`config.mk`:
```
export PLATFORM = sky130hd
export DESIGN_NAME = ssm_status_monitor
export DESIGN_NICKNAME = d
export VERILOG_FILES = /design/src/ssm_pkg.sv /design/src/ssm_status_monitor.sv
export SDC_FILE = /design/constraint.sdc
export NUM_CORES = 1
export LEC_CHECK = 0
export BUFFER_PORTS_ARGS = -buffer_cell sky130_fd_sc_hd__buf_2
export CORE_MARGIN = 4
export CORE_UTILIZATION = 51
export CTS_CLUSTER_DIAMETER = 120
export CTS_CLUSTER_SIZE = 40
export DETAILED_ROUTE_END_ITERATION = 12
export PLACE_DENSITY = 0.77
export SETUP_SLACK_MARGIN = 0.3
export SLEW_MARGIN = 15
export SYNTH_ARGS = -nofsm -noshare
export SYNTH_HDL_FRONTEND = slang
export SYNTH_SLANG_ARGS = --single-unit
export TNS_END_PERCENT = 20
```
`constraint.sdc`:
```
create_clock -name ref_clk -period 5.5 [get_ports ref_clk]
set_input_delay 0.55 -clock ref_clk [delete_from_list [all_inputs] [get_ports ref_clk]]
set_output_delay 0.55 -clock ref_clk [all_outputs]
set_load 0.02 [all_outputs]
```
`src/ssm_pkg.sv`:
```
// Purpose: constants and types of the safety status monitor
// Assumes: 100 MHz ref_clk, synchronous inputs
// Notes on behaviour
// - power stage only with both enables active
// - supply good flag, copied to control bit
// - feedback a follows first stage enable
// - feedback b follows second stage enable
// - state 00h before start, 01h starting
// - state 02h when configuration is needed
// - state 03h operation, 04h without encoder
// - state 05h during processor started brake test
// - state 06h loading flash; 07h-FFh never
// - severity 00h none; 01h holds torque off, brake
// - severity 02h blocks operation until power cycle
// - severity never 03h-FFh
// - cause 00h none, 01h safe input fault
// - test pulse safe output, mismatch gives 02h
// - torque off output fault gives 03h
// - unrequested acknowledge toggle gives 04h
// - encoder link 05h, encoder check 06h
// - supply check 07h, fieldbus fault 08h
// - RAM fault 09h, firmware checksum 0Ah
// - CPU 0Bh, stack 0Ch, bad parameters 0Dh
package ssm_pkg;
  // register offsets, printed as the byte address
  localparam logic [15:0] OFS_SYS_STATE = 16'h1A01;
  localparam logic [15:0] OFS_ERR_SEV = 16'h1A02;
  localparam logic [15:0] OFS_ERR_CAUSE = 16'h1A03;
  localparam logic [15:0] OFS_FB_A = 16'h1A0E;
  localparam logic [15:0] OFS_FB_B = 16'h1A0F;
  localparam logic [15:0] OFS_SUPPLY = 16'h1A45;
  localparam logic [15:0] OFS_CTRL = 16'h1A80;
  localparam logic [15:0] OFS_OUT_STAT = 16'h1A81;
  // control register bit positions
  localparam int CTRL_BRK_START = 0;
  localparam int CTRL_BRK_END = 1;
  // system state codes
  localparam logic [7:0] SYS_POWER_UP = 8'h00;
  localparam logic [7:0] SYS_START_UP = 8'h01;
  localparam logic [7:0] SYS_CONFIG = 8'h02;
  localparam logic [7:0] SYS_OPER = 8'h03;
  localparam logic [7:0] SYS_OPER_NOENC = 8'h04;
  localparam logic [7:0] SYS_BRAKE_TEST = 8'h05;
  localparam logic [7:0] SYS_FLASH = 8'h06;
  // error severity codes
  localparam logic [7:0] SEV_NONE = 8'h00;
  localparam logic [7:0] SEV_IO = 8'h01;
  localparam logic [7:0] SEV_INTERNAL = 8'h02;
  // error cause codes
  localparam logic [7:0] CAUSE_NONE = 8'h00;
  localparam logic [7:0] CAUSE_SAFE_IN = 8'h01;
  localparam logic [7:0] CAUSE_SAFE_OUT = 8'h02;
  localparam logic [7:0] CAUSE_TQ_OUT = 8'h03;
  localparam logic [7:0] CAUSE_ACK = 8'h04;
  localparam logic [7:0] CAUSE_ENC_COMM = 8'h05;
  localparam logic [7:0] CAUSE_ENC_CHECK = 8'h06;
  localparam logic [7:0] CAUSE_SUPPLY = 8'h07;
  localparam logic [7:0] CAUSE_FIELDBUS = 8'h08;
  localparam logic [7:0] CAUSE_RAM = 8'h09;
  localparam logic [7:0] CAUSE_FW_CRC = 8'h0A;
  localparam logic [7:0] CAUSE_CPU = 8'h0B;
  localparam logic [7:0] CAUSE_STACK = 8'h0C;
  localparam logic [7:0] CAUSE_PARAM = 8'h0D;
  localparam int CAUSE_MAX = 13;
  // values after reset
  localparam logic [7:0] RST_BYTE = 8'h00;
  // test pulse timing on the safe output
  localparam int CLK_PERIOD_NS = 10;
  localparam int PULSE_WIDTH_NS = 1000;
  localparam int PULSE_CYCLES =
    (PULSE_WIDTH_NS + CLK_PERIOD_NS - 1) / CLK_PERIOD_NS;
  localparam int PULSE_PERIOD_US = 1000;
  localparam int PULSE_PERIOD_CYCLES =
    PULSE_PERIOD_US * 1000 / CLK_PERIOD_NS;
  // system state machine, one-hot
  typedef enum logic [6:0] {
    ST_POWER_UP = 7'h01,
    ST_START_UP = 7'h02,
    ST_CONFIG = 7'h04,
    ST_OPER = 7'h08,
    ST_OPER_NOENC = 7'h10,
    ST_BRAKE_TEST = 7'h20,
    ST_FLASH = 7'h40
  } ssm_state_e;
  // register bus request
  typedef struct packed {
    logic [15:0] addr;
    logic [7:0] wdata;
    logic wr;
    logic rd;
  } ssm_bus_s;
  // life cycle status from the module firmware
  typedef struct packed {
    logic module_start;
    logic link_up;
    logic config_bad;
    logic config_ok;
    logic encoder_active;
    logic flash_load_req;
    logic flash_load_done;
  } ssm_life_s;
  // fault reports from the internal diagnostics
  typedef struct packed {
    logic safe_input;
    logic torque_off_out;
    logic encoder_comm;
    logic encoder_check;
    logic fieldbus;
    logic ram;
    logic fw_crc;
    logic cpu;
    logic stack;
    logic param_invalid;
  } ssm_diag_s;
endpackage : ssm_pkg

```
`src/ssm_status_monitor.sv`:
```
// Purpose: safety state, error severity and cause reporting
// Assumes: all inputs synchronous to ref_clk
// Notes: faults latch the first cause, a severe one replaces an io cause; severe ones never clear
`timescale 1ns/100ps
module ssm_status_monitor #(
  parameter int PULSE_PERIOD = ssm_pkg::PULSE_PERIOD_CYCLES
) (
  // clock and reset
  input wire logic ref_clk,
  input wire logic rst_b,
  // register port
  input wire ssm_pkg::ssm_bus_s bus_req,
  output logic [7:0] rd_data,
  // torque off enables and monitors
  input wire logic torque_off_en_a,
  input wire logic torque_off_en_b,
  input wire logic stage_en_mon_a,
  input wire logic stage_en_mon_b,
  output logic power_stage_en,
  output logic brake_release,
  // internal supply
  input wire logic supply_ok,
  output logic torque_off_ctrl_bit,
  // safe output with test pulses
  input wire logic safe_out_cmd,
  input wire logic safe_out_level,
  output logic safe_out_drive,
  // acknowledge input
  input wire logic ack_in,
  output logic ack_request,
  // firmware status and diagnostics
  input wire ssm_pkg::ssm_life_s life,
  input wire ssm_pkg::ssm_diag_s diag
);
  import ssm_pkg::*;

  // lowest set cause in a fault vector wins
  function automatic logic [7:0] first_cause(
    input logic [CAUSE_MAX:1] vec
  );
    logic [7:0] code;
    code = CAUSE_NONE;
    for (int i = CAUSE_MAX; i >= 1; i--) begin
      if (vec[i]) begin
        code = 8'(i);
      end
    end
    return code;
  endfunction : first_cause

  // causes that need a power cycle
  function automatic logic is_severe(input logic [7:0] code);
    return (code == CAUSE_TQ_OUT) || (code == CAUSE_SUPPLY) ||
           (code == CAUSE_RAM) || (code == CAUSE_FW_CRC) ||
           (code == CAUSE_CPU) || (code == CAUSE_STACK);
  endfunction : is_severe

  // state machine
  ssm_state_e state_reg;
  ssm_state_e state_next;
  // reported bytes
  logic [7:0] sys_state_reg;
  logic [7:0] err_sev_reg;
  logic [7:0] err_cause_reg;
  // feedback and supply flags
  logic fb_a_reg;
  logic fb_b_reg;
  logic supply_good_reg;
  // output flops
  logic [7:0] rd_data_reg;
  logic power_stage_en_reg;
  logic brake_release_reg;
  logic safe_out_drive_reg;
  logic ack_request_reg;
  // brake test control pulses from software
  logic brk_start;
  logic brk_end;
  // test pulse counter and safe output check
  logic [31:0] pulse_cnt_reg;
  logic out_fault_reg;
  // acknowledge edge detection
  logic ack_prev_reg;
  logic ack_edge;
  logic ack_taken;
  logic ack_stray;
  // fault gathering
  logic [CAUSE_MAX:1] fault_vec;
  logic [7:0] new_cause;
  logic operating;

  // software commands decode
  assign brk_start = bus_req.wr && (bus_req.addr == OFS_CTRL) &&
                     bus_req.wdata[CTRL_BRK_START];
  assign brk_end = bus_req.wr && (bus_req.addr == OFS_CTRL) &&
                   bus_req.wdata[CTRL_BRK_END];

  // operating states where the supply must hold
  assign operating = (state_reg == ST_OPER) ||
                     (state_reg == ST_OPER_NOENC) ||
                     (state_reg == ST_BRAKE_TEST);

  // acknowledge toggles, accepted only when requested
  assign ack_edge = ack_in ^ ack_prev_reg;
  assign ack_taken = ack_edge && ack_request_reg;
  assign ack_stray = ack_edge && !ack_request_reg;

  // fault vector indexed by cause code
  always_comb begin
    fault_vec = '0;
    fault_vec[1] = diag.safe_input;
    fault_vec[2] = out_fault_reg;
    fault_vec[3] = diag.torque_off_out;
    fault_vec[4] = ack_stray;
    fault_vec[5] = diag.encoder_comm;
    fault_vec[6] = diag.encoder_check;
    fault_vec[7] = operating && !supply_good_reg;
    fault_vec[8] = diag.fieldbus;
    fault_vec[9] = diag.ram;
    fault_vec[10] = diag.fw_crc;
    fault_vec[11] = diag.cpu;
    fault_vec[12] = diag.stack;
    fault_vec[13] = diag.param_invalid;
  end
  assign new_cause = first_cause(fault_vec);

  // next system state
  always_comb begin
    state_next = state_reg;
    unique case (state_reg)
      // waiting for the module to start
      ST_POWER_UP: begin
        if (life.module_start) begin
          state_next = ST_START_UP;
        end
      end
      // start up, including fieldbus link set up
      ST_START_UP: begin
        if (life.flash_load_req) begin
          state_next = ST_FLASH;
        end else if (life.config_bad) begin
          state_next = ST_CONFIG;
        end else if (life.link_up) begin
          state_next = ST_OPER;
        end
      end
      // new configuration required
      ST_CONFIG: begin
        if (life.flash_load_req) begin
          state_next = ST_FLASH;
        end else if (life.config_ok) begin
          state_next = ST_START_UP;
        end
      end
      // normal operation with encoder
      ST_OPER: begin
        if (brk_start) begin
          state_next = ST_BRAKE_TEST;
        end else if (!life.encoder_active) begin
          state_next = ST_OPER_NOENC;
        end
      end
      // normal operation without safety encoder
      ST_OPER_NOENC: begin
        if (brk_start) begin
          state_next = ST_BRAKE_TEST;
        end else if (life.encoder_active) begin
          state_next = ST_OPER;
        end
      end
      // brake test started by the drive processor
      ST_BRAKE_TEST: begin
        if (brk_end) begin
          state_next = ST_OPER;
        end
      end
      // parameter set loading from flash card
      ST_FLASH: begin
        if (life.flash_load_done) begin
          state_next = ST_START_UP;
        end
      end
      // illegal one-hot code
      default: begin
        state_next = ST_POWER_UP;
      end
    endcase
  end

  // state register
  always_ff @(posedge ref_clk) begin
    if (!rst_b) begin
      state_reg <= ST_POWER_UP;
    end else begin
      state_reg <= state_next;
    end
  end

  // system state byte, written whole each cycle
  always_ff @(posedge ref_clk) begin
    if (!rst_b) begin
      sys_state_reg <= RST_BYTE;
    end else begin
      unique case (state_next)
        ST_POWER_UP: sys_state_reg <= SYS_POWER_UP;
        ST_START_UP: sys_state_reg <= SYS_START_UP;
        ST_CONFIG: sys_state_reg <= SYS_CONFIG;
        ST_OPER: sys_state_reg <= SYS_OPER;
        ST_OPER_NOENC: sys_state_reg <= SYS_OPER_NOENC;
        ST_BRAKE_TEST: sys_state_reg <= SYS_BRAKE_TEST;
        ST_FLASH: sys_state_reg <= SYS_FLASH;
        // never a code above 06h
        default: sys_state_reg <= SYS_POWER_UP;
      endcase
    end
  end

  // error severity and cause latch
  always_ff @(posedge ref_clk) begin
    if (!rst_b) begin
      err_sev_reg <= RST_BYTE;
      err_cause_reg <= RST_BYTE;
    end else if (err_sev_reg == SEV_INTERNAL) begin
      // held until power cycle
      err_sev_reg <= SEV_INTERNAL;
    end else if (new_cause != CAUSE_NONE &&
                 is_severe(new_cause)) begin
      // severe fault overrides an open io failure
      err_sev_reg <= SEV_INTERNAL;
      err_cause_reg <= new_cause;
    end else if (err_sev_reg == SEV_IO) begin
      if (ack_taken) begin
        // a fault in the same cycle wins over the clear
        err_sev_reg <= (new_cause != CAUSE_NONE) ? SEV_IO : SEV_NONE;
        err_cause_reg <= new_cause;
      end
    end else if (new_cause != CAUSE_NONE) begin
      err_sev_reg <= SEV_IO;
      err_cause_reg <= new_cause;
    end else begin
      // only 00h, 01h, 02h are ever stored
      err_sev_reg <= SEV_NONE;
      err_cause_reg <= CAUSE_NONE;
    end
  end

  // acknowledge request and input history
  always_ff @(posedge ref_clk) begin
    if (!rst_b) begin
      ack_prev_reg <= 1'b0;
      ack_request_reg <= 1'b0;
    end else begin
      ack_prev_reg <= ack_in;
      // request only for an acknowledgeable failure
      ack_request_reg <= (err_sev_reg == SEV_IO) && !ack_taken;
    end
  end

  // feedback flags follow the monitored enables
  always_ff @(posedge ref_clk) begin
    if (!rst_b) begin
      fb_a_reg <= 1'b0;
      fb_b_reg <= 1'b0;
    end else begin
      fb_a_reg <= stage_en_mon_a;
      fb_b_reg <= stage_en_mon_b;
    end
  end

  // supply good flag and its control word copy
  always_ff @(posedge ref_clk) begin
    if (!rst_b) begin
      supply_good_reg <= 1'b0;
    end else begin
      supply_good_reg <= supply_ok;
    end
  end

  // power stage and brake release
  always_ff @(posedge ref_clk) begin
    if (!rst_b) begin
      power_stage_en_reg <= 1'b0;
      brake_release_reg <= 1'b0;
    end else begin
      // both channels at once, no error, operating
      power_stage_en_reg <= torque_off_en_a && torque_off_en_b &&
                            operating && (err_sev_reg == SEV_NONE) &&
                            (new_cause == CAUSE_NONE);
      // brake held during any failure
      brake_release_reg <= operating &&
                           (err_sev_reg == SEV_NONE) &&
                           (new_cause == CAUSE_NONE);
    end
  end

  // test pulse period counter
  always_ff @(posedge ref_clk) begin
    if (!rst_b) begin
      pulse_cnt_reg <= '0;
    end else if (pulse_cnt_reg == 32'(PULSE_PERIOD - 1)) begin
      pulse_cnt_reg <= '0;
    end else begin
      pulse_cnt_reg <= pulse_cnt_reg + 32'h0000_0001;
    end
  end

  // safe output drive, low during each test pulse
  always_ff @(posedge ref_clk) begin
    if (!rst_b) begin
      safe_out_drive_reg <= 1'b0;
    end else begin
      safe_out_drive_reg <= safe_out_cmd &&
                            (pulse_cnt_reg >= 32'(PULSE_CYCLES));
    end
  end

  // level check at pulse end and one pulse width later
  always_ff @(posedge ref_clk) begin
    if (!rst_b) begin
      out_fault_reg <= 1'b0;
    end else if (pulse_cnt_reg == 32'(PULSE_CYCLES)) begin
      // last pulse cycle seen: level must be low
      out_fault_reg <= safe_out_level;
    end else if (pulse_cnt_reg == 32'(2 * PULSE_CYCLES)) begin
      // settled: level must match the drive
      out_fault_reg <= safe_out_level ^ safe_out_drive_reg;
    end else begin
      out_fault_reg <= 1'b0;
    end
  end

  // read data, one cycle after the strobe, read only
  always_ff @(posedge ref_clk) begin
    if (!rst_b) begin
      rd_data_reg <= RST_BYTE;
    end else if (bus_req.rd) begin
      unique case (bus_req.addr)
        OFS_SYS_STATE: rd_data_reg <= sys_state_reg;
        OFS_ERR_SEV: rd_data_reg <= err_sev_reg;
        OFS_ERR_CAUSE: rd_data_reg <= err_cause_reg;
        OFS_FB_A: rd_data_reg <= {7'h00, fb_a_reg};
        OFS_FB_B: rd_data_reg <= {7'h00, fb_b_reg};
        OFS_SUPPLY: rd_data_reg <= {7'h00, supply_good_reg};
        OFS_OUT_STAT: rd_data_reg <= {5'h00, ack_request_reg,
                                      brake_release_reg,
                                      power_stage_en_reg};
        // unmapped and control reads answer zero
        default: rd_data_reg <= 8'h00;
      endcase
    end else begin
      rd_data_reg <= 8'h00;
    end
  end

  // outputs straight from flops
  assign rd_data = rd_data_reg;
  assign power_stage_en = power_stage_en_reg;
  assign brake_release = brake_release_reg;
  assign torque_off_ctrl_bit = supply_good_reg;
  assign safe_out_drive = safe_out_drive_reg;
  assign ack_request = ack_request_reg;
endmodule : ssm_status_monitor

```
Yosys cells after proc, flatten, opt, wreduce, memory -nomap -nowiden
Index checks and enable logic that the tools add are counted.

Bits in registers: 80. Logic and storage cells: 128.

Equal/unequal tests: 35. Bitwise logic cells: 4. Order comparisons: 1. Reductions and logical operators: 32. $add $sub $neg: 1. Multiplexer cells: 39.

Operators by type and width (number): 8-bit two-way mux (18); 16-bit by 13-bit == test with 1-bit output (second input constant) (8); 7-bit two-way mux (12); 8-bit one-hot mux with 7 select lines (1); 7-bit one-hot mux with 7 select lines (1); 32-bit by 1-bit adder with 32-bit output (second input constant) (1); 32-bit by 17-bit == test with 1-bit output (second input constant) (1); 32-bit by 7-bit == test with 1-bit output (second input constant) (1); 32-bit by 8-bit == test with 1-bit output (second input constant) (1); 8-bit by 4-bit == test with 1-bit output (second input constant) (4); 32-bit by 7-bit >= comparator with 1-bit output (second input constant) (1); 3-bit one-hot mux with 6 select lines (1); 8-bit by 2-bit == test with 1-bit output (second input constant) (2); 8-bit zero test (2); 1-bit logical AND (15); 7-bit by 2-bit == test with 1-bit output (second input constant) (2); 7-bit by 3-bit == test with 1-bit output (second input constant) (2); 7-bit by 4-bit == test with 1-bit output (second input constant) (2); 7-bit by 5-bit == test with 1-bit output (second input constant) (2); 7-bit by 6-bit == test with 1-bit output (second input constant) (2); 7-bit == test (second input constant) (2); 8-bit by 1-bit == test with 1-bit output (second input constant) (1); 8-bit by 3-bit == test with 1-bit output (second input constant) (1); 8-bit nonzero test (1); 14 further kinds (28).

Depth between registers and ports, before layout
Depth in word-level cells: 22. Depth in mapped cells: 8. Depth with buffers taken out: 7.

Least setup slack after synthesis
OpenSTA, ideal clock, no wires.

Kind: input to register. From: input port bus_req[13] (netlist name). To: register sys_state_reg[2]. Data required time: 5.413 ns. Arrival time: 2.265 ns. Slack: 3.148 ns. Stages on the path: 6. Library setup time: 0.087 ns. Path through: or3_4 -> or4b_4 -> nor4_4 -> nand2_2 -> a31o_4 -> nor4b_4.

Cells in the longest elaborated chain, start to end: 7.

RTL lines: start, declared (line ssm_status_monitor.sv:12) `input wire ssm_pkg::ssm_bus_s bus_req,`; 16-bit by 13-bit == test with 1-bit output * (line ssm_status_monitor.sv:92, ssm_status_monitor.sv:94); 1-bit logical AND * (line ssm_status_monitor.sv:92, ssm_status_monitor.sv:94); 1-bit logical AND (on tied branches) (line ssm_status_monitor.sv:94, ssm_status_monitor.sv:92); 7-bit two-way mux (on tied branches) (line ssm_status_monitor.sv:172, ssm_status_monitor.sv:156, ssm_status_monitor.sv:164); 7-bit one-hot mux with 7 select lines * (line ssm_status_monitor.sv:129) `unique case (state_reg)`; 7-bit == test, or another cell as far along (line ssm_status_monitor.sv:203) `unique case (state_next)`; 3-bit one-hot mux with 6 select lines * (line ssm_status_monitor.sv:203); end signal, assigned (line ssm_status_monitor.sv:204) `ST_POWER_UP: sys_state_reg <= SYS_POWER_UP;`; end signal, assigned (line ssm_status_monitor.sv:205) `ST_START_UP: sys_state_reg <= SYS_START_UP;`; end signal, assigned (line ssm_status_monitor.sv:206) `ST_CONFIG: sys_state_reg <= SYS_CONFIG;`; end, declared (line ssm_status_monitor.sv:62) `logic [7:0] sys_state_reg;`.

Every way passes the cells marked *; elsewhere a longest branch is shown, timed or not. A chain may end at the register's enable or synchronous reset.

Final worst setup path
From: register pulse_cnt_reg[9]. To: register pulse_cnt_reg[29].

Cells in the longest elaborated chain, start to end: 2.

RTL lines: start, declared (line ssm_status_monitor.sv:79) `logic [31:0] pulse_cnt_reg;`; start signal, assigned (line ssm_status_monitor.sv:302) `pulse_cnt_reg <= pulse_cnt_reg + 32'h0000_0001;`; branches (longest 2 deep; another with 32-bit by 1-bit adder with 32-bit output).

Several ways; the timed one is not identified.

==> out/results.tsv <==
metric	value	unit
power_density	274.4	nW/um^2
post_cts_resize_count	0	
tns	0	ns
yosysTopAreaCellShare	0.3853	
setup_viol	0	
clk_pin_slew	0.07	ns
fin_crit	2.376	ns
syn_avg_cell_area	8.211	sq um
max_freq	420.9	MHz
dp_hpwl	5269	microns
grt_pass1_vias	2707	
critPathMaxStageDelay	0.50	ns
crit_path_cell_trace	and3_1 -> nand4_1 -> nor4_2 -> nand3_1 -> or3_1 -> a21oi_1	
fp.dieH	86.83	microns
grt_pass1_wl	11550	microns
run_status	finished clean	
cap_violations	0	
antenna_found_initial	0	
clockBufferDepth	2	
gp_congestion	0.8570	
drc	0	
tritoncts	yes	
rows	28	
skew	0.01070	ns
die_w	86.83	microns
static-leakage-power	1.444	nW
report.final.hold_viol_count	0	
grt_max_degree	30	
wl_per_cell	13.60	microns
cp_slowest_cell	nor4_2	
root_buffer	clkbuf_8	
via_per_inst	5.654	
worst-path-max-fanout	6	
synthCells	386	
wl	7029	microns
firstDrtPassIters	4	
vias	2923	
antenna_cells	0	
worstPathArrival	2.62	ns
synth_area	3169	sq um
ant_nets	0	
largest_register_ffs	32	
synth_async_sr_flop_share	0	
post_cts_buffers	0	
max_slew_margin	0.3567	
worstSetupEndpointType	flop	
ys_warn_count	0	
crit_type	flop to flop	
cts.sinks	61	
nets	492	
synthFlopType	dfxtp_1	
hold_buffers	0	
syn_to_final_growth	16.15	%
yosysTopAreaCell	dfxtp_1	
worst_slew_pin_slew	0.9626	ns
grtUsageTotal	0.1930	
synth_cell_types	62	
cts_buffers	9	
fin_crit_sh	0.4319	
start_util	0.5290	
die_area	7539	sq um
coreArea	5991	sq um
drive_above_1_share	0.1878	
io_pins	66	
startpoint_type	flop	
synth_edf_count	0	
utilization	0.6145	
insertion_delay	0.34	ns
required	5.75	ns
total_power	1.010	mW
port_buffers	55	
slew_violations	0	
ys_ff_latch	61	
htree_levels	3	
yosys-top-cells-area	dfxtp_1, nor2_1, xnor2_1, xor2_1, nand2_1	
max-vdd-ir-drop	183.3	uV
min_path_type	input port to flop	
grt_overflow	0	
drtIter0Drc	209	
grt_setup_unrepaired	false	
yosysSeqAreaShare	0.3853	
==> Yosys cell counts, types with 2 or more instances <==
cell type,n
nor3_1,18
and3_1,9
nor4b_1,3
and2_1,4
and4_1,3
buf_4,4
xor2_1,17
xnor2_1,18
a22oi_1,3
nand3b_1,2
ha_1,2
o211ai_1,3
nand4_1,9
nor2_1,63
nor4_1,13
nand2_1,33
inv_1,12
nand2b_1,7
nand3_1,15
a2111oi_0,2
clkbuf_1,9
o311a_1,4
dfxtp_1,61
mux2i_1,2
nor3b_1,2
a21oi_1,11
buf_2,3
o21ai_0,10
o41ai_1,3
a31oi_1,6
or3_1,4
==> where the power goes <==
group,leakage [nW],total (mW),internal [mW],switching [mW]
Sequential,0.495,0.468,0.454,0.0142
Clock,0.116,0.445,0.278,0.167
Combinational,0.833,0.0963,0.0432,0.0532
==> worst max-delay path: cells and delay by family (launching register included) <==
kind             cells  cell delay, ns
AO/OA/AOI/OAI        1            0.13
AND/OR/NAND/NOR      5            1.74
flip-flops           1            0.41
==> path summary, 6_finish.rpt <==
| path | start | cells past startpoint | to | slack (ns) |
|---|---|---|---|---|
| hold / removal | life[2] | 2 | state_reg[4] | 0.39 |
| setup / recovery | pulse_cnt_reg[9] | 6 | pulse_cnt_reg[29] | 3.12 |
| setup reg to reg | pulse_cnt_reg[9] | 6 | pulse_cnt_reg[29] | 3.12 |
| hold reg to reg | err_cause_reg[3] | 2 | rd_data[3] | 0.45 |
==> logic make-up (layout without fill, tap and decap cells) <==
| group | after synthesis | count (layout) | synth area share |
|---|---|---|---|
| compound gates | 55 | 55 | 0.1240 |
| xor+xnor | 35 | 35 | 0.09672 |
| fa+ha+maj | 2 | 2 | 0.007895 |
| buf+inv | 30 | 83 | 0.04382 |
| flops | 61 | 61 | 0.3853 |
| mux | 3 | 3 | 0.009870 |
| other cells | 1 | 4 | 0.001183 |
| simple gates | 199 | 199 | 0.3312 |
==> placed cells by master, fill, tap and decap left out, types with 2 or more instances in the layout <==
master and count:
o41ai_1 3, nor4_1 13, o21ai_0 10, and4_1 3, inv_1 12, clkinv_2 2
nand2_1 33, nand4_1 9, o311a_1 4, or3_1 4, a31oi_1 6, bufinv_16 2
a2111oi_0 2, nor2_1 63, a21oi_1 11, nor3b_1 2, nand3_1 15, xor2_1 17
o211ai_1 3, xnor2_1 18, buf_2 55, nor4b_1 3, and3_1 9, and2_1 4
conb_1 4, dfxtp_1 61, clkbuf_8 11, nand2b_1 7, ha_1 2, mux2i_1 2
a22oi_1 3, nor3_1 18, nand3b_1 2
==> area by class of cell <==
class / count / area [sq um]
timing repair buffer: 55 / 275.3
clock inverter: 4 / 70.07
inverter: 12 / 45.04
fill: 521 / 2310
clock buffer: 12 / 155.1
sequential: 61 / 1221
tap: 75 / 93.84
multi-input combinational: 298 / 1821
==> per-layer routing <==
metal	wire length, microns	vias to the layer above	track usage	part of all wire
met3	407	18	0.04753	0.058
met5	0	-	0	0
met1	3051	1352	0.2151	0.43
li1	-	1471	-	-
met4	214	0	0.1105	0.030
met2	3355	82	0.3320	0.48
==> per-stage QoR <==
| step | setup WS (ns) | cell area [sq um] | hold slack (ns) | std cells |
|---|---|---|---|---|
| 2_1_floorplan | 3.148 | 3181 | 0.4222 | 389 |
| 5_1_grt | 2.929 | 3681 | 0.3932 | 517 |
| 3_3_place_gp | 2.970 | 3456 | 0.4388 | 501 |
| 3_5_place_dp | 2.946 | 3456 | 0.4390 | 501 |
| 6_report | 3.124 | 3681 | 0.3943 | 517 |
| 4_1_cts | 3.139 | 3681 | 0.3839 | 517 |
(Power assumes the default switching activity.)
